File: config.mk
export PLATFORM = sky130hd
export DESIGN_NAME = rmmc_core
export DESIGN_NICKNAME = d
export VERILOG_FILES = /design/src/inc/rmmc_pkg.sv /design/src/core/rmmc_lag_timer.sv /design/src/core/rmmc_boost_ctrl.sv /design/src/core/rmmc_core.sv
export SDC_FILE = /design/constraint.sdc
export NUM_CORES = 1
export LEC_CHECK = 0
export ABC_AREA = 1
export BUFFER_PORTS_ARGS = -buffer_cell sky130_fd_sc_hd__buf_2
export CAP_MARGIN = 20
export CORE_MARGIN = 2
export CORE_UTILIZATION = 41
export DETAILED_ROUTE_END_ITERATION = 12
export PLACE_DENSITY = 0.67
export SETUP_SLACK_MARGIN = 0.1
export SKIP_CTS_REPAIR_TIMING = 1
export SLEW_MARGIN = 20
export SYNTH_ARGS = -nofsm -noshare
export SYNTH_HDL_FRONTEND = slang
export SYNTH_SLANG_ARGS = --single-unit
export TNS_END_PERCENT = 100
File: constraint.sdc
create_clock -name sys_clk_i -period 4.5 [get_ports sys_clk_i]
set_input_delay 1.125 -clock sys_clk_i [delete_from_list [all_inputs] [get_ports sys_clk_i]]
set_output_delay 1.125 -clock sys_clk_i [all_outputs]
set_load 0.02 [all_outputs]
File: src/inc/rmmc_pkg.sv
package rmmc_pkg;

  // operating modes of the chip as seen by the regulators
  typedef enum logic [2:0] {
    RMMC_NORMAL,
    RMMC_STOP,
    RMMC_SLEEP,
    RMMC_FAILSAFE,
    RMMC_RESTART
  } rmmc_mode_e;

  // hardware_control bits that steer the regulators
  typedef struct packed {
    logic auto_pwm_en;   // current-triggered pfm to pwm allowed
    logic lag_long;      // 1: long lag time, 0: short lag time
    logic boost_en;      // step-up converter enabled
    logic boost_vsel;    // step-up output level select
    logic wake_mod_sel;  // wake_pin_modulation_select
  } rmmc_hardware_control_s;

  // raw step-up pin fault detectors
  typedef struct packed {
    logic gnd_loss;
    logic pin_short;
    logic pin_open;
  } rmmc_bst_flt_s;

  localparam rmmc_mode_e    MODE_RST    = RMMC_RESTART;
  localparam rmmc_hardware_control_s HARDWARE_CONTROL_RST = 5'h00;

  // converter_status field positions
  localparam int unsigned STAT_W        = 3;
  localparam int unsigned STAT_OPEN_BIT = 0;
  localparam int unsigned STAT_SHRT_BIT = 1;
  localparam int unsigned STAT_GND_BIT  = 2;
  localparam logic [STAT_W-1:0] STAT_RST = 3'h0;

  // modulation lag time
  localparam int unsigned CLK_FREQ_MHZ  = 200;
  localparam int unsigned TLAG_LONG_US  = 1000;
  localparam int unsigned TLAG_SHORT_US = 100;
  localparam int unsigned TLAG_LONG_CYC  = TLAG_LONG_US * CLK_FREQ_MHZ;
  localparam int unsigned TLAG_SHORT_CYC = TLAG_SHORT_US * CLK_FREQ_MHZ;
  localparam int unsigned LAG_CW = 18;

endpackage

File: src/core/rmmc_lag_timer.sv
`timescale 1ns/10ps
module rmmc_lag_timer #(
  parameter int unsigned CW = 18,
  parameter logic [CW-1:0] TERM_LONG  = 18'h30D40,
  parameter logic [CW-1:0] TERM_SHORT = 18'h04E20
) (
  input  wire logic sys_clk_i,   // system clock
  input  wire logic rst_i,       // sync reset, active high
  input  wire logic run_i,       // count while high, clear when low
  input  wire logic sel_long_i,  // pick long terminal count
  output logic      done_o       // lag elapsed
);

  logic [CW-1:0] cnt_reg;
  logic [CW-1:0] term;

  assign term   = sel_long_i ? TERM_LONG : TERM_SHORT;
  assign done_o = run_i && (cnt_reg >= term);

  always_ff @(posedge sys_clk_i)
  begin
    if (rst_i || !run_i)
      cnt_reg <= '0;
    else if (cnt_reg < term)
      cnt_reg <= cnt_reg + 1'b1;
  end

endmodule // rmmc_lag_timer

File: src/core/rmmc_boost_ctrl.sv
`timescale 1ns/10ps
module rmmc_boost_ctrl (
  input  wire logic sys_clk_i,  // system clock
  input  wire logic rst_i,      // sync reset, active high
  input  wire logic en_i,       // enabled and mode allows it
  input  wire logic below_i,    // supply below selected threshold
  input  wire logic above_i,    // supply above threshold plus hysteresis
  input  wire logic oc_i,       // shunt overcurrent comparator
  output logic      run_o,      // step-up switching
  output logic      cut_o       // shorten duty cycle
);

  logic run_reg;
  logic cut_reg;

  assign run_o = run_reg;
  assign cut_o = cut_reg;

  // switching is always fixed-frequency pwm, there is no pfm path
  always_ff @(posedge sys_clk_i)
  begin
    if (rst_i || !en_i)
      run_reg <= 1'b0;
    else if (below_i)
      run_reg <= 1'b1;
    else if (above_i)
      run_reg <= 1'b0;
  end

  always_ff @(posedge sys_clk_i)
  begin
    if (rst_i)
      cut_reg <= 1'b0;
    else
      cut_reg <= en_i && run_reg && oc_i;
  end

endmodule // rmmc_boost_ctrl

File: src/core/rmmc_core.sv
`timescale 1ns/10ps
module rmmc_core
  import rmmc_pkg::*;
#(
  parameter int unsigned LAG_LONG_CYC  = rmmc_pkg::TLAG_LONG_CYC,
  parameter int unsigned LAG_SHORT_CYC = rmmc_pkg::TLAG_SHORT_CYC
) (
  input  wire logic                   sys_clk_i,           // system clock
  input  wire logic                   rst_i,               // sync reset
  input  wire logic                   mode_cmd_valid_i,    // mode command written
  input  wire rmmc_pkg::rmmc_mode_e   mode_cmd_i,          // requested mode
  input  wire rmmc_pkg::rmmc_hardware_control_s hardware_control_i, // control bits
  input  wire logic                   wake_event_i,        // filtered wake-up
  input  wire logic                   wake_input_i,        // raw wake level
  input  wire logic                   over_pfm_exit_i,     // load above exit
  input  wire logic                   vcc_above_rst_i,     // above reset level
  input  wire logic                   vsense_below_i,      // below step-up on
  input  wire logic                   vsense_above_i,      // above off level
  input  wire logic                   shunt_oc_i,          // shunt overcurrent
  input  wire rmmc_pkg::rmmc_bst_flt_s bst_fault_i,        // pin faults
  input  wire logic [rmmc_pkg::STAT_W-1:0] status_clr_i,   // status clear
  input  wire logic                   auto_flag_clr_i,     // flag clear
  output rmmc_pkg::rmmc_mode_e        mode_o,              // current mode
  output logic                        buck_en_o,           // step-down on
  output logic                        buck_pwm_o,          // 1 pwm, 0 pfm
  output logic                        boost_run_o,         // step-up switching
  output logic                        boost_vsel_o,        // step-up level
  output logic                        boost_cut_o,         // duty reduction
  output logic                        reset_output_n_o,    // reset, low active
  output logic                        int_req_o,           // interrupt pulse
  output logic                        auto_switch_flag_o,  // wake_status_one
  output logic [rmmc_pkg::STAT_W-1:0] converter_status_o   // step-up faults
);

  import rmmc_pkg::*;

  rmmc_mode_e    mode_reg;
  rmmc_mode_e    mode_next;
  rmmc_hardware_control_s cfg_held_reg;
  rmmc_hardware_control_s cfg;
  logic          active;
  logic          boost_mode_ok;
  logic          auto_pwm_reg;
  logic          pfm_req;
  logic          lag_done;
  logic          auto_trig;
  logic          stop_cmd;
  logic          buck_en_reg;
  logic          buck_pwm_reg;
  logic          buck_pwm_next;
  logic          vsel_reg;
  logic          rst_out_n_reg;
  logic          int_req_reg;
  logic          flag_reg;
  logic [STAT_W-1:0] stat_reg;
  logic [STAT_W-1:0] stat_set;

  ////////////////////////////////////////////////////////////////////////
  // mode sequencing

  assign stop_cmd = mode_cmd_valid_i && (mode_cmd_i == RMMC_STOP);

  always_comb
  begin
    mode_next = mode_reg;
    case (mode_reg)
      RMMC_NORMAL,
      RMMC_STOP:
      begin
        if (mode_cmd_valid_i && (mode_cmd_i != RMMC_RESTART))
          mode_next = mode_cmd_i;
      end
      RMMC_SLEEP,
      RMMC_FAILSAFE:
      begin
        if (wake_event_i)
          mode_next = RMMC_RESTART;
      end
      RMMC_RESTART:
      begin
        if (vcc_above_rst_i)
          mode_next = RMMC_NORMAL;
      end
      default:
      begin
        mode_next = MODE_RST;
      end
    endcase
  end

  always_ff @(posedge sys_clk_i)
  begin
    if (rst_i)
      mode_reg <= MODE_RST;
    else
      mode_reg <= mode_next;
  end

  assign mode_o = mode_reg;
  assign active = (mode_reg == RMMC_NORMAL) || (mode_reg == RMMC_STOP);

  ////////////////////////////////////////////////////////////////////////
  // configuration: live in normal/stop, held copy elsewhere

  always_ff @(posedge sys_clk_i)
  begin
    if (rst_i)
      cfg_held_reg <= HARDWARE_CONTROL_RST;
    else if (active)
      cfg_held_reg <= hardware_control_i;
  end

  assign cfg = active ? hardware_control_i : cfg_held_reg;

  ////////////////////////////////////////////////////////////////////////
  // step-down modulation

  // pfm wanted: stop, no forced pwm, wake pin not asking for pwm
  assign pfm_req = (mode_reg == RMMC_STOP) && !auto_pwm_reg
                && !(cfg.wake_mod_sel && wake_input_i);

  // restarts from zero each time pfm is requested again
  rmmc_lag_timer #(
    .CW         (LAG_CW),
    .TERM_LONG  (LAG_CW'(LAG_LONG_CYC)),
    .TERM_SHORT (LAG_CW'(LAG_SHORT_CYC))
  ) u_lag (
    .sys_clk_i  (sys_clk_i),
    .rst_i      (rst_i),
    .run_i      (pfm_req),
    .sel_long_i (cfg.lag_long),
    .done_o     (lag_done)
  );

  assign auto_trig = pfm_req && lag_done && cfg.auto_pwm_en
                  && over_pfm_exit_i;

  always_ff @(posedge sys_clk_i)
  begin
    if (rst_i)
      auto_pwm_reg <= 1'b0;
    else if (mode_next != RMMC_STOP)
      auto_pwm_reg <= 1'b0;
    else if (auto_trig)
      auto_pwm_reg <= 1'b1;
    else if (stop_cmd)
      auto_pwm_reg <= 1'b0;
  end

  always_comb
  begin
    case (mode_reg)
      RMMC_NORMAL,
      RMMC_RESTART:
        buck_pwm_next = 1'b1;
      RMMC_STOP:
        buck_pwm_next = !(pfm_req && lag_done);
      default:
        buck_pwm_next = 1'b0;
    endcase
  end

  always_ff @(posedge sys_clk_i)
  begin
    if (rst_i)
      buck_pwm_reg <= 1'b1;
    else
      buck_pwm_reg <= buck_pwm_next;
  end

  always_ff @(posedge sys_clk_i)
  begin
    if (rst_i)
      buck_en_reg <= 1'b1;
    else
      buck_en_reg <= active || (mode_reg == RMMC_RESTART);
  end

  assign buck_en_o  = buck_en_reg;
  assign buck_pwm_o = buck_pwm_reg;

  ////////////////////////////////////////////////////////////////////////
  // step-up converter

  assign boost_mode_ok = active || (mode_reg == RMMC_RESTART);

  // mode changes between normal and stop do not touch the enable
  rmmc_boost_ctrl u_boost (
    .sys_clk_i (sys_clk_i),
    .rst_i     (rst_i),
    .en_i      (cfg.boost_en && boost_mode_ok),
    .below_i   (vsense_below_i),
    .above_i   (vsense_above_i),
    .oc_i      (shunt_oc_i),
    .run_o     (boost_run_o),
    .cut_o     (boost_cut_o)
  );

  always_ff @(posedge sys_clk_i)
  begin
    if (rst_i)
      vsel_reg <= 1'b0;
    else
      vsel_reg <= cfg.boost_vsel;
  end

  assign boost_vsel_o = vsel_reg;

  ////////////////////////////////////////////////////////////////////////
  // reset output

  always_ff @(posedge sys_clk_i)
  begin
    if (rst_i)
      rst_out_n_reg <= 1'b0;
    else
      rst_out_n_reg <= (mode_next != RMMC_RESTART);
  end

  assign reset_output_n_o = rst_out_n_reg;

  ////////////////////////////////////////////////////////////////////////
  // interrupt request and automatic-switch flag

  always_ff @(posedge sys_clk_i)
  begin
    if (rst_i)
      int_req_reg <= 1'b0;
    else
      int_req_reg <= auto_trig;
  end

  // a new switch wins over a clear in the same cycle
  always_ff @(posedge sys_clk_i)
  begin
    if (rst_i)
      flag_reg <= 1'b0;
    else
      flag_reg <= auto_trig || (flag_reg && !auto_flag_clr_i);
  end

  assign int_req_o          = int_req_reg;
  assign auto_switch_flag_o = flag_reg;

  ////////////////////////////////////////////////////////////////////////
  // converter_status: reporting only, feeds nothing else

  always_comb
  begin
    stat_set = '0;
    stat_set[STAT_OPEN_BIT] = bst_fault_i.pin_open;
    stat_set[STAT_SHRT_BIT] = bst_fault_i.pin_short;
    stat_set[STAT_GND_BIT]  = bst_fault_i.gnd_loss;
  end

  always_ff @(posedge sys_clk_i)
  begin
    if (rst_i)
      stat_reg <= STAT_RST;
    else
      stat_reg <= stat_set | (stat_reg & ~status_clr_i);
  end

  assign converter_status_o = stat_reg;

  ////////////////////////////////////////////////////////////////////////
  // checks

  a_normal_pwm: assert property (
    @(posedge sys_clk_i) disable iff (rst_i)
    (mode_reg == RMMC_NORMAL) |=> buck_pwm_o && buck_en_o)
    else $error("step-down not in pwm in normal mode");

  a_sleep_off: assert property (
    @(posedge sys_clk_i) disable iff (rst_i)
    ((mode_reg == RMMC_SLEEP) || (mode_reg == RMMC_FAILSAFE))
      |=> !buck_en_o && !boost_run_o)
    else $error("converter running in sleep or fail-safe");

  a_lag_hold: assert property (
    @(posedge sys_clk_i) disable iff (rst_i)
    $rose(pfm_req) |=> buck_pwm_o [*2])
    else $error("pfm entered before lag time");

  a_auto_switch: assert property (
    @(posedge sys_clk_i) disable iff (rst_i)
    auto_trig |=> int_req_o && auto_switch_flag_o && auto_pwm_reg
                  ##1 buck_pwm_o)
    else $error("automatic switch not reported or applied");

  a_int_pulse: assert property (
    @(posedge sys_clk_i) disable iff (rst_i)
    int_req_o |=> !int_req_o)
    else $error("interrupt request longer than one cycle");

  a_flag_sticky: assert property (
    @(posedge sys_clk_i) disable iff (rst_i)
    auto_switch_flag_o && !auto_flag_clr_i |=> auto_switch_flag_o)
    else $error("automatic-switch flag dropped without clear");

  a_auto_off: assert property (
    @(posedge sys_clk_i) disable iff (rst_i)
    !cfg.auto_pwm_en && !auto_pwm_reg |=> !auto_pwm_reg)
    else $error("automatic switch with auto enable low");

  a_pfm_restore: assert property (
    @(posedge sys_clk_i) disable iff (rst_i)
    auto_pwm_reg && !stop_cmd && (mode_next == RMMC_STOP)
      |=> auto_pwm_reg)
    else $error("pfm restored without stop command");

  a_wake_pwm: assert property (
    @(posedge sys_clk_i) disable iff (rst_i)
    (mode_reg == RMMC_STOP) && cfg.wake_mod_sel && wake_input_i
      |=> buck_pwm_o)
    else $error("wake pin high did not select pwm");

  a_wake_restart: assert property (
    @(posedge sys_clk_i) disable iff (rst_i)
    ((mode_reg == RMMC_SLEEP) || (mode_reg == RMMC_FAILSAFE))
      && wake_event_i |=> (mode_reg == RMMC_RESTART) && !reset_output_n_o)
    else $error("wake-up did not enter restart");

  a_reset_held: assert property (
    @(posedge sys_clk_i) disable iff (rst_i)
    (mode_reg == RMMC_RESTART) && !vcc_above_rst_i |=> !reset_output_n_o)
    else $error("reset output released during restart");

  a_reset_release: assert property (
    @(posedge sys_clk_i) disable iff (rst_i)
    (mode_reg == RMMC_RESTART) && vcc_above_rst_i
      |=> reset_output_n_o && (mode_reg == RMMC_NORMAL))
    else $error("reset output not released above threshold");

  a_status_set: assert property (
    @(posedge sys_clk_i) disable iff (rst_i)
    bst_fault_i.gnd_loss |=> converter_status_o[STAT_GND_BIT])
    else $error("ground loss not flagged");

endmodule // rmmc_core

==> reports/qor.yml, run 1 <==
timing:
  fin_worst_skew_ns: 0.003401
  tns_ns: 0
  period_share: 0.6358
  hold_violations: 0
  period_needed_ns: 2.861
  relSlewSlack: 0.6543
  rsz0062_at_grt: "false"
  maxSlewViolCount: 0
  tightest_slew_ns: 0.5181
  setup_viol: 0
  fmax_ghz: 0.3495
floorplanning:
  start_util: 0.4314
  core-area_sq_um: 4786
  die_x_microns: 74.96
  num_io_pins: 39
  die_h_microns: 74.96
  rows: 25
  dieArea_sq_um: 5619
cells_and_area:
  postLayoutCellArea_sq_um: 2360
  largest_reg_flops: 18
  final_nets: 368
  nFillCells: 509
  regArea_sq_um: 740.7
  drive_above_1_share: 0.1711
  multi_input_area_sq_um: 1112
  syn2layout_area_growth_pct: 14.30
  antennaDiodeCount: 0
global_routing:
  grt_max_degree: 21
  grt_pass1_vias: 1749
  grt_pass1_wl_microns: 7445
  grt-ovfl-total: 0
  grt_util_all_layers: 0.1685
  antenna_found_initial: 0
power:
  p_int_mw: 0.4743
  peakVddDrop_mv: 0.1820
  clkPwrFrac: 0.343
  pwr-share-seq: 0.529
  powerDensity_nw_per_um2: 272.3
  power.net_switching_mw: 0.1683
  power.leakage_nw: 1.039
  switching_share: 0.2619
  comb_power_share: 0.128
clocking:
  clk_pin_slew_worst_paths_ns: 0.07
  insertion_delay_ns: 0.28
  cts.htree.levels: 2
  clkSinkCount: 37
  root_buffer: "clkbuf_8"
  clk_path_buf_depth: 2
  cts_made_buffers: 5
  cts_tree: "yes"
setup_path:
  cp_max_fo: 20
  cp-end-kind: "register"
  cp.required_ns: 4.70
  cp_data_arrival_time_ns: 3.06
  cp-start-kind: "input pin"
  crit_type: "in -> reg"
logic_synthesis:
  synth_area_sq_um: 2064
  yosys_warnings: 0
  ys_seq_area_frac: 0.3588
  synthCells: 299
  syn_area_per_cell_sq_um: 6.905
  ys_ff_latch: 37
  synth_fp_nets: 329
  synthTopCellsByArea: "dfxtp_1 36%, nand2_1 13%, nor2_1 7.1%"
  yosysUniqueCellTypes: 28
  synth_top_cell_by_area: "dfxtp_1"
  yosys.area.top_type_share: 0.3588
routing:
  postRouteAntennaNets: 0
  via_per_inst: 4.761
  route.detailed.drc: 0
  num_vias: 1933
  routed_wl_microns: 4358
  initialDrtViolationCount: 93
  first_pass_iters: 4
  wl_per_cell_microns: 10.73
outcome:
  status: "finished clean"
placement:
  dpl.hpwl_microns: 3374
  portBuffers: 38
  routabilityCongestion: 0.8640
  placed_area_sq_um: 2277
run:
  maxCapViolCount: 0
worst_hold_path:
  hp-class: "reg -> reg"
layout by cell type (no fill, tap or decap):
cell type	netlist	routed
dfxtp_1	37	37
clkbuf_1	2	1
a21oi_1	27	27
ha_1	5	5
o21ai_0	6	6
a31oi_1	1	1
nor2_1	39	39
nor3_1	11	11
clkinv_1	1	1
inv_1	37	37
buf_2	0	38
nand4_1	5	5
clkinv_2	0	2
a21oi_2	1	1
xnor2_1	3	3
o41ai_1	1	1
inv_2	2	2
nand2_4	4	4
a31o_2	1	1
nand3b_1	1	1
xor2_1	13	13
nor3b_1	2	2
clkbuf_8	0	5
nor2_2	3	3
nand3_1	18	18
nand2_2	2	2
nand2_1	70	70
mux2i_1	2	2
o31ai_1	1	1
critical path, stage by stage:
cell and delay, ns:
buf_2 0.12, inv_1 0.05, nand2_1 0.12, nand2_4 0.18, ha_1 0.27, nand2_1 0.10, nor2_2 0.04, nand2_1 0.05
nand2_1 0.05, nor2_2 0.14, nand2_2 0.24, inv_2 0.31, nand2_1 0.09, a21oi_1 0.16
cells by family after synthesis:
group,synth area share
xor gates and xnor gates,0.06788
DFF,0.3588
adders and majority gates,0.03030
buffers and inverters,0.1024
muxes,0.009697
and+or+nand+nor,0.3315
AOI/OAI and AO/OA,0.09940
power by group through the flow:
stage               Sequential (mW)  Clock (mW)  Combinational [mW]
finish                        0.340       0.221              0.0821
global route                  0.341       0.241              0.0941
CTS                           0.340       0.227              0.0828
detailed placement            0.347           0              0.0825
global placement              0.347           0              0.0810
floorplan                     0.354           0              0.0503
worst paths after layout:
kind	depth (start not counted)	start	slack [ns]	endpoint
setup / recovery	14	hardware_control_i[3]	1.64	u_lag.cnt_reg[16]$_SDFFE_PP0P_
hold reg to reg	2	u_boost.run_o$_SDFFE_PP0P_	0.46	u_boost.cut_o$_SDFF_PP0_
setup reg to reg	13	mode_o[1]$_SDFF_PP0_	1.73	u_lag.cnt_reg[16]$_SDFFE_PP0P_
hold / removal	2	u_boost.run_o$_SDFFE_PP0P_	0.46	u_boost.cut_o$_SDFF_PP0_
cell type report:
type                    instances  share of cell area
flip-flops and latches         37              0.3139
multi-input cells             216              0.4714
repair buffers                 38             0.08059
inverters                      40             0.06363
clock inverters                 2            0.004242
well taps                      67             0.03552
clock buffers                   6             0.03075
Yosys cell counts (all sizes together):
cell type   n
inv        39
nand3b      1
a31oi       1
clkinv      1
buf         4
nor2       42
o31ai       1
dfxtp      37
nor3       11
mux2i       2
xor2       13
nand4       5
o41ai       1
clkbuf      2
ha          5
a31o        1
nand3      18
o21ai       6
nand2      76
a21oi      28
xnor2       3
nor3b       2
per-stage QoR:
step | hold WS [ns] | worst slack (ns) | power, mW | cells | utilization
global route | 0.4868 | 1.389 | 0.6762 | 406 | 0.4931
global placement | 0.4381 | 1.432 | 0.4283 | 398 | 0.4758
finish | 0.4602 | 1.639 | 0.6426 | 406 | 0.4931
detailed placement | 0.4532 | 1.364 | 0.4300 | 398 | 0.4758
floorplan | 0.4449 | 1.901 | 0.4047 | 299 | -
CTS | 0.4623 | 1.659 | 0.6500 | 406 | 0.4931
routing by layer:
layer,wire length [microns],vias to the layer above,track usage
met4,26,0,0.03571
met3,283,4,0.03614
met1,2119,838,0.2128
met2,1929,65,0.2953
met5,0,-,0
li1,-,1026,-
No activity file was read; power rests on OpenSTA's default activity.
==> run 2: changes to the inputs <==
clock period = 2.9 ns   (was 4.5 ns; I/O delays follow)
==> run 2 against run 1 <==
Net effect:
- highest routed layer unchanged
- via count increased by 0.62%
- combinational power increased by 57%
- sequential power increased by 55%
- wire length increased by 2.0%
- clock power increased by 140%
- register-to-register slack got worse by 1.2 ns
==> reports/qor.yml, run 2 (synthesized netlist as in run 1, its figures left out) <==
global_routing:
  antenna_found_initial: 0  # unchanged
  grt-busiest-layer: "met2"  # unchanged
  grt_pass1_vias: 1708  # was 1749
  grt_max_degree: 18  # was 21
  grt_pass1_wl_microns: 7369  # was 7445 microns
  grt-ovfl-total: 0  # unchanged
  use_met1: 0.2074  # was 0.2128
  gr-usage-met3: 0.04819  # was 0.03614
  grt_util_all_layers: 0.1711  # was 0.1685
  grt_use_met2: 0.2943  # was 0.2953
timing:
  tns_ns: 0  # unchanged
  maxSlewViolCount: 0  # unchanged
  rsz0062_at_grt: "false"  # unchanged
  hold_violations: 0  # unchanged
  period_needed_ns: 2.386
  hold-worst-slack_ns: 0.4446  # was 0.4602 ns
  fmax_ghz: 0.4191
  tightest_slew_ns: 0.4997  # was 0.5181 ns
  relSlewSlack: 0.6643  # was 0.6543
  fin_worst_skew_ns: 0.007280  # was 0.003401 ns
  setup_viol: 0  # unchanged
  period_share: 0.8228
clocking:
  clk_pin_slew_worst_paths_ns: 0.07  # about the same
  clk_path_buf_depth: 2  # unchanged
  insertion_delay_ns: 0.29  # was 0.28 ns
  cts_tree: "yes"  # unchanged
  cts.htree.levels: 2  # unchanged
  clkSinkCount: 37  # unchanged
  cts_made_buffers: 5  # unchanged
  root_buffer: "clkbuf_8"  # unchanged
cells_and_area:
  fin_cells: 408  # was 406
  largest_reg_flops: 18  # unchanged
  drive_above_1_share: 0.1789  # was 0.1711
  final_common_cell: "nand2_1"  # unchanged
  syn2layout_area_growth_pct: 17.52  # was 14.30%
  nFillCells: 516  # was 509
  layout_common_cells: "70 x nand2_1, 39 x nor2_1, 38 x buf_2"  # unchanged
  antennaDiodeCount: 0  # unchanged
  regArea_sq_um: 740.7  # unchanged
  multi_input_area_sq_um: 1112  # unchanged
  final_nets: 370  # was 368
  fin_util: 0.5069  # was 0.4931
run:
  maxCapViolCount: 0  # unchanged
setup_path:
  cpMostUsedCell: "nand2_1"  # unchanged
  cp_data_arrival_time_ns: 2.60  # was 3.06 ns
  cp-start-kind: "register"  # was input pin
  max_stage_delay_ns: 0.34  # was 0.31 ns
  cp_max_fo: 17  # was 20
  crit_type: "reg -> reg"  # was in -> reg
  cp_cell_sequence: "nor2_2 > nand2_1 > nand2_4 > ha_1 > a31oi_1 > nand2_1 > nor2_2 > nand2_2 > inv_2 > nand2_1 > a21oi_1"  # was buf_2 > inv_1 > nand2_1 > nand2_4 > ha_1 > nand2_1 > nor2_2 > nand2_1 > nand2_1 > nor2_2 > nand2_2 > inv_2 > nand2_1 > a21oi_1
  cp-end-kind: "register"  # unchanged
  cp.required_ns: 3.11  # was 4.70 ns
  r2r_slack_ns: 0.51  # was 1.73 ns
  rr_worst_depth: 11  # was 13
  critPathSlowestCell: "dfxtp_1"  # was inv_2
routing:
  num_vias: 1945  # was 1933
  routed_wl_microns: 4443  # was 4358 microns
  postRouteAntennaNets: 0  # unchanged
  initialDrtViolationCount: 90  # was 93
  wl_per_cell_microns: 10.89  # was 10.73 microns
  route.detailed.drc: 0  # unchanged
  first_pass_iters: 4  # unchanged
  via_per_inst: 4.767  # was 4.761
floorplanning:
  start_util: 0.4314  # unchanged
  rows: 25  # unchanged
  die_h_microns: 74.96  # unchanged
  die_x_microns: 74.96  # unchanged
  num_io_pins: 39  # unchanged
  dieArea_sq_um: 5619  # unchanged
  core-area_sq_um: 4786  # unchanged
worst_hold_path:
  hp-class: "reg -> reg"  # unchanged
  holdPathStages: 2  # unchanged
outcome:
  status: "finished clean"  # unchanged
placement:
  dp.cells: 400  # was 398
  routabilityCongestion: 0.8618  # was 0.8640
  portBuffers: 38  # unchanged
  dpl.hpwl_microns: 3353  # was 3374 microns
power:
  peakVddDrop_mv: 0.1923  # was 0.1820 mV
  powerDensity_nw_per_um2: 490.3  # was 272.3 nW/um^2
  power.leakage_nw: 1.072  # was 1.039 nW
[run 2: cell count changes in the layout (fill, tap and decap cells not counted), sizes merged]
cell and change:
clkinv -1, clkbuf -1, buf +2, bufinv +2
[run 2: critical path: cells and delay by family, from the launching register on]
family | cells | cell delay [ns]
AO/OA/AOI/OAI | 2 | 0.32
AND/OR/NAND/NOR | 7 | 1.11
flip-flops | 1 | 0.34
adder cells (fa/ha/maj) | 1 | 0.27
buffers and inverters | 1 | 0.27
[run 2: power by group]
part	leakage [nW]	internal (mW)	total (mW)	switching, mW
logic	0.703	0.0499	0.129	0.0790
registers	0.301	0.521	0.527	0.00582
clock network	0.0681	0.342	0.534	0.192
total	1.07	0.913	1.19	0.277
[run 2: worst paths after layout]
| check | end | from |
|---|---|---|
| max | u_lag.cnt_reg[5]$_SDFFE_PP0P_ | mode_o[2]$_SDFF_PP1_ |
| min | u_boost.cut_o$_SDFF_PP0_ | u_boost.run_o$_SDFFE_PP0P_ |
| max reg2reg | u_lag.cnt_reg[5]$_SDFFE_PP0P_ | mode_o[2]$_SDFF_PP1_ |
| min reg2reg | u_boost.cut_o$_SDFF_PP0_ | u_boost.run_o$_SDFFE_PP0P_ |
[run 2: area by class of cell]
class | count | share of cell area
Clock buffer | 5 | 0.02837
Clock inverter | 3 | 0.02682
Inverter | 40 | 0.06189
Multi-Input combinational cell | 216 | 0.4585
Sequential cell | 37 | 0.3053
Tap cell | 67 | 0.03455
Timing Repair Buffer | 40 | 0.08458
[run 2: metal layers]
metal	routed length (microns)	part of all wire
met1	2134	0.48
met2	1977	0.44
met3	289	0.065
met4	42	0.0095
met5	0	0
[run 2: through the flow]
step,total power [mW],instance area [sq um],worst slack (ns)
2_1_floorplan,0.6280,2064,0.7010
6_report,1.189,2426,0.5140
3_3_place_gp,0.6664,2292,0.3699
3_5_place_dp,0.6686,2292,0.2851
4_1_cts,1.204,2426,0.4937
5_1_grt,1.246,2426,0.2681
==> run 3: changes to the inputs <==
ABC_AREA = 0   (was 1)
PLACE_DENSITY = 0.68   (was 0.67)
clock period = 2.4 ns   (was 2.9 ns; I/O delays follow)
==> run 3 against run 2 <==
Net effect:
- the flow now finishes with violations (negative setup slack)
- die area decreased by 8.5%
- setup slack got worse by 0.92 ns
- final cell count decreased by 11%
- via count increased by 5.0%
- critical endpoint is now u_lag.cnt_reg[11]$_SDFFE_PP0P_
- largest power group is now registers
- highest routed layer unchanged
==> reports/qor.yml, run 3 <==
run:
  maxCapViolCount: 0  # unchanged
setup_path:
  setup.worst_path.end: "u_lag.cnt_reg[11]$_SDFFE_PP0P_"  # was u_lag.cnt_reg[5]$_SDFFE_PP0P_
  cp_data_arrival_time_ns: 3.03  # was 2.60 ns
  critPathSlowestCell: "or4b_4"  # was dfxtp_1
  cp-end-kind: "register"  # unchanged
  cp_cell_sequence: "buf_6 > or3b_4 > nand2_4 > inv_4 > ha_4 > and2_4 > and3_4 > or3b_4 > or4b_4 > or3_4 > a21oi_2"  # was nor2_2 > nand2_1 > nand2_4 > ha_1 > a31oi_1 > nand2_1 > nor2_2 > nand2_2 > inv_2 > nand2_1 > a21oi_1
  critPathLaunch: "hardware_control_i[3]"  # was mode_o[2]$_SDFF_PP1_
  max_stage_delay_ns: 0.49  # was 0.34 ns
  cp_num_buf_inv: 2  # was 1
  cp.required_ns: 2.63  # was 3.11 ns
  rr_worst_depth: 10  # was 11
  crit_type: "in -> reg"  # was reg -> reg
  r2r-end: "u_lag.cnt_reg[11]$_SDFFE_PP0P_"  # was u_lag.cnt_reg[5]$_SDFFE_PP0P_
  critPathTopFamily: "simple AND/OR/NAND/NOR gates"  # unchanged
  cp.depth: 11  # unchanged
  r2r_slack_ns: -0.38  # was 0.51 ns
  cp_max_fo: 2  # was 17
  cp-start-kind: "input pin"  # was register
  timing.rr.start: "mode_o[2]$_SDFF_PP1_"  # unchanged
  cpMostUsedCell: "or3b_4"  # was nand2_1
timing:
  fmax_ghz: 0.3567
  maxSlewViolCount: 0  # unchanged
  relSlewSlack: 0.7340  # was 0.6643
  rsz0062_at_grt: "true"  # was false
  period_needed_ns: 2.803
  fin_worst_skew_ns: 0.01013  # was 0.007280 ns
  tightest_slew_ns: 0.3990  # was 0.4997 ns
  period_share: 1.168
  setup_viol: 19  # was 0
  hold_violations: 0  # unchanged
  worst_slack_ns: -0.4031  # was 0.5140 ns
logic_synthesis:
  synth_fp_nets: 259  # was 329
  yosys.area.top_type_share: 0.3728  # was 0.3588
  yosys_warnings: 0  # unchanged
  synth_area_sq_um: 1879  # was 2064 sq um
  synth-edff-count: 0  # unchanged
  synth_top_cell_by_area: "dfxtp_1"  # unchanged
  synth_ff_type: "dfxtp_1"  # unchanged
  ys_ff_latch: 35  # was 37
  yosysUniqueCellTypes: 50  # was 28
  ys_seq_area_frac: 0.3728  # was 0.3588
  synthArstFlopShare: 0  # unchanged
  syn_area_per_cell_sq_um: 8.207  # was 6.905 sq um
  post-synth-top-count-cell: "dfxtp_1"  # was nand2_1
  synthTopCellsByArea: "dfxtp_1 37%, nand2_1 5.6%, a21oi_1 5.3%"  # was dfxtp_1 36%, nand2_1 13%, nor2_1 7.1%
  synth_commonest_cells: "35 x dfxtp_1, 28 x nand2_1, 21 x nor2_1"  # was 70 x nand2_1, 39 x nor2_1, 37 x dfxtp_1, 37 x inv_1, 27 x a21oi_1
  synthCells: 229  # was 299
cells_and_area:
  largest_reg_flops: 18  # unchanged
  final_nets: 340  # was 370
  antennaDiodeCount: 0  # unchanged
  fin_util: 0.6370  # was 0.5069
  drive_above_1_share: 0.4212  # was 0.1789
  layout_common_cells: "38 x buf_2, 37 x buf_4, 35 x dfxtp_1"  # was 70 x nand2_1, 39 x nor2_1, 38 x buf_2
  final_common_cell: "buf_2"  # was nand2_1
  syn2layout_area_growth_pct: 48.60  # was 17.52%
clocking:
  insertion_delay_ns: 0.30  # was 0.29 ns
  clkSinkCount: 35  # was 37
  cts_made_buffers: 5  # unchanged
  root_buffer: "clkbuf_8"  # unchanged
  cts_tree: "yes"  # unchanged
  cts.htree.levels: 2  # unchanged
  clk_path_buf_depth: 2  # unchanged
  clk_pin_slew_worst_paths_ns: 0.08  # was 0.07 ns
power:
  pwr-share-seq: 0.510  # was 0.443
  peakVddDrop_mv: 0.3063  # was 0.1923 mV
  powerDensity_nw_per_um2: 420.2  # was 490.3 nW/um^2
  comb_power_share: 0.120  # was 0.108
  power.leakage_nw: 1.090  # was 1.072 nW
  p_int_mw: 0.8594  # was 0.9126 mW
  power.net_switching_mw: 0.3143  # was 0.2768 mW
  clkPwrFrac: 0.370  # was 0.449
  p_total_mw: 1.174  # was 1.189 mW
  switching_share: 0.2678  # was 0.2327
routing:
  first_pass_iters: 4  # unchanged
  num_vias: 2043  # was 1945
  route.detailed.drc: 0  # unchanged
  initialDrtViolationCount: 135  # was 90
  wl_per_cell_microns: 15.05  # was 10.89 microns
  postRouteAntennaNets: 0  # unchanged
  routed_wl_microns: 5462  # was 4443 microns
  via_per_inst: 5.628  # was 4.767
global_routing:
  antenna_found_initial: 0  # unchanged
  grt_pass1_vias: 1952  # was 1708
  grt-ovfl-total: 0  # unchanged
  grt_pass1_wl_microns: 8659  # was 7369 microns
  grt_max_degree: 18  # unchanged
  grt_util_all_layers: 0.2122  # was 0.1711
placement:
  dpl.hpwl_microns: 3680  # was 3353 microns
  portBuffers: 38  # unchanged
  routabilityCongestion: 0.8814  # was 0.8618
floorplanning:
  rows: 24  # was 25
  num_io_pins: 39  # unchanged
  die_x_microns: 71.70  # was 74.96 microns
  die_h_microns: 71.70  # was 74.96 microns
  dieArea_sq_um: 5141  # was 5619 sq um
  core-area_sq_um: 4384  # was 4786 sq um
  start_util: 0.4287  # was 0.4314
worst_hold_path:
  hp-class: "reg -> reg"  # unchanged
outcome:
  status: "complete, but fails checks"  # was finished clean
  violations: "negative setup slack"
==> run 3: worst reg2reg max path: cells and delay by family (launching register included) <==
kind | cells | cell delay, ns
simple gates | 7 | 2.05
fa+ha+maj | 1 | 0.21
flops | 1 | 0.32
compound gates | 1 | 0.11
buf+inv | 1 | 0.04
==> run 3: kinds of logic (layout without fill, tap and decap cells) <==
family	Yosys count	count (layout)	share of synthesized area
xor+xnor	4	4	0.01864
buf+inv	20	102	0.06058
flops	35	35	0.3728
simple gates	105	105	0.3076
fa+ha+maj	5	5	0.03329
compound gates	57	57	0.1911
mux	3	3	0.01598
==> run 3: metal layers <==
| metal | vias up | wire, microns | global-route usage |
|---|---|---|---|
| li1 | 999 | - | - |
| met1 | 971 | 2416 | 0.2753 |
| met2 | 66 | 2661 | 0.3436 |
| met3 | 7 | 318 | 0.05063 |
| met4 | 0 | 64 | 0.07757 |
| met5 | - | 0 | 0 |
==> run 3: worst min-delay path by stage <==
stage,to,slack [ns],depth (start not counted),from
CTS,u_boost.cut_o$_SDFF_PP0_,0.45,2,u_boost.run_o$_SDFFE_PP0P_
global route,boost_vsel_o$_SDFFE_PP0N_,0.48,2,boost_vsel_o$_SDFFE_PP0N_
floorplan,auto_pwm_reg$_SDFFE_PP0P_,0.43,2,auto_pwm_reg$_SDFFE_PP0P_
finish,u_boost.cut_o$_SDFF_PP0_,0.45,2,u_boost.run_o$_SDFFE_PP0P_
global placement,u_boost.cut_o$_SDFF_PP0_,0.44,2,u_boost.run_o$_SDFFE_PP0P_
detailed placement,u_boost.cut_o$_SDFF_PP0_,0.44,2,u_boost.run_o$_SDFFE_PP0P_
==> run 3: through the flow <==
stage               hold WS (ns)  setup WS, ns  instances  instance area [sq um]  setup TNS (ns)
floorplan                 0.4288       -0.6902        229                   1972          -5.168
global placement          0.4352       -0.6336        342                   2387          -8.228
detailed placement        0.4387       -0.7130        342                   2387          -9.444
CTS                       0.4529       -0.4040        350                   2476          -2.811
global route              0.4848       -0.4267        363                   2793          -5.108
finish                    0.4483       -0.4031        363                   2793          -3.594
==> run 3: power groups by stage <==
stage          Combinational, mW  Clock [mW]  Sequential (mW)
2_1_floorplan             0.0570           0            0.623
3_3_place_gp               0.126           0            0.611
3_5_place_dp               0.128           0            0.611
4_1_cts                    0.129       0.442            0.598
5_1_grt                    0.156       0.473            0.600
6_report                   0.141       0.434            0.599
==> run 3: area by class of cell <==
| cell class | count | area (sq um) |
|---|---|---|
| repair buffers | 84 | 569.3 |
| clock buffers | 5 | 68.82 |
| flip-flops and latches | 35 | 700.7 |
| fillers | 373 | 1592 |
| clock inverters | 3 | 20.02 |
| well taps | 52 | 65.06 |
| multi-input cells | 174 | 1329 |
| inverters | 10 | 40.04 |
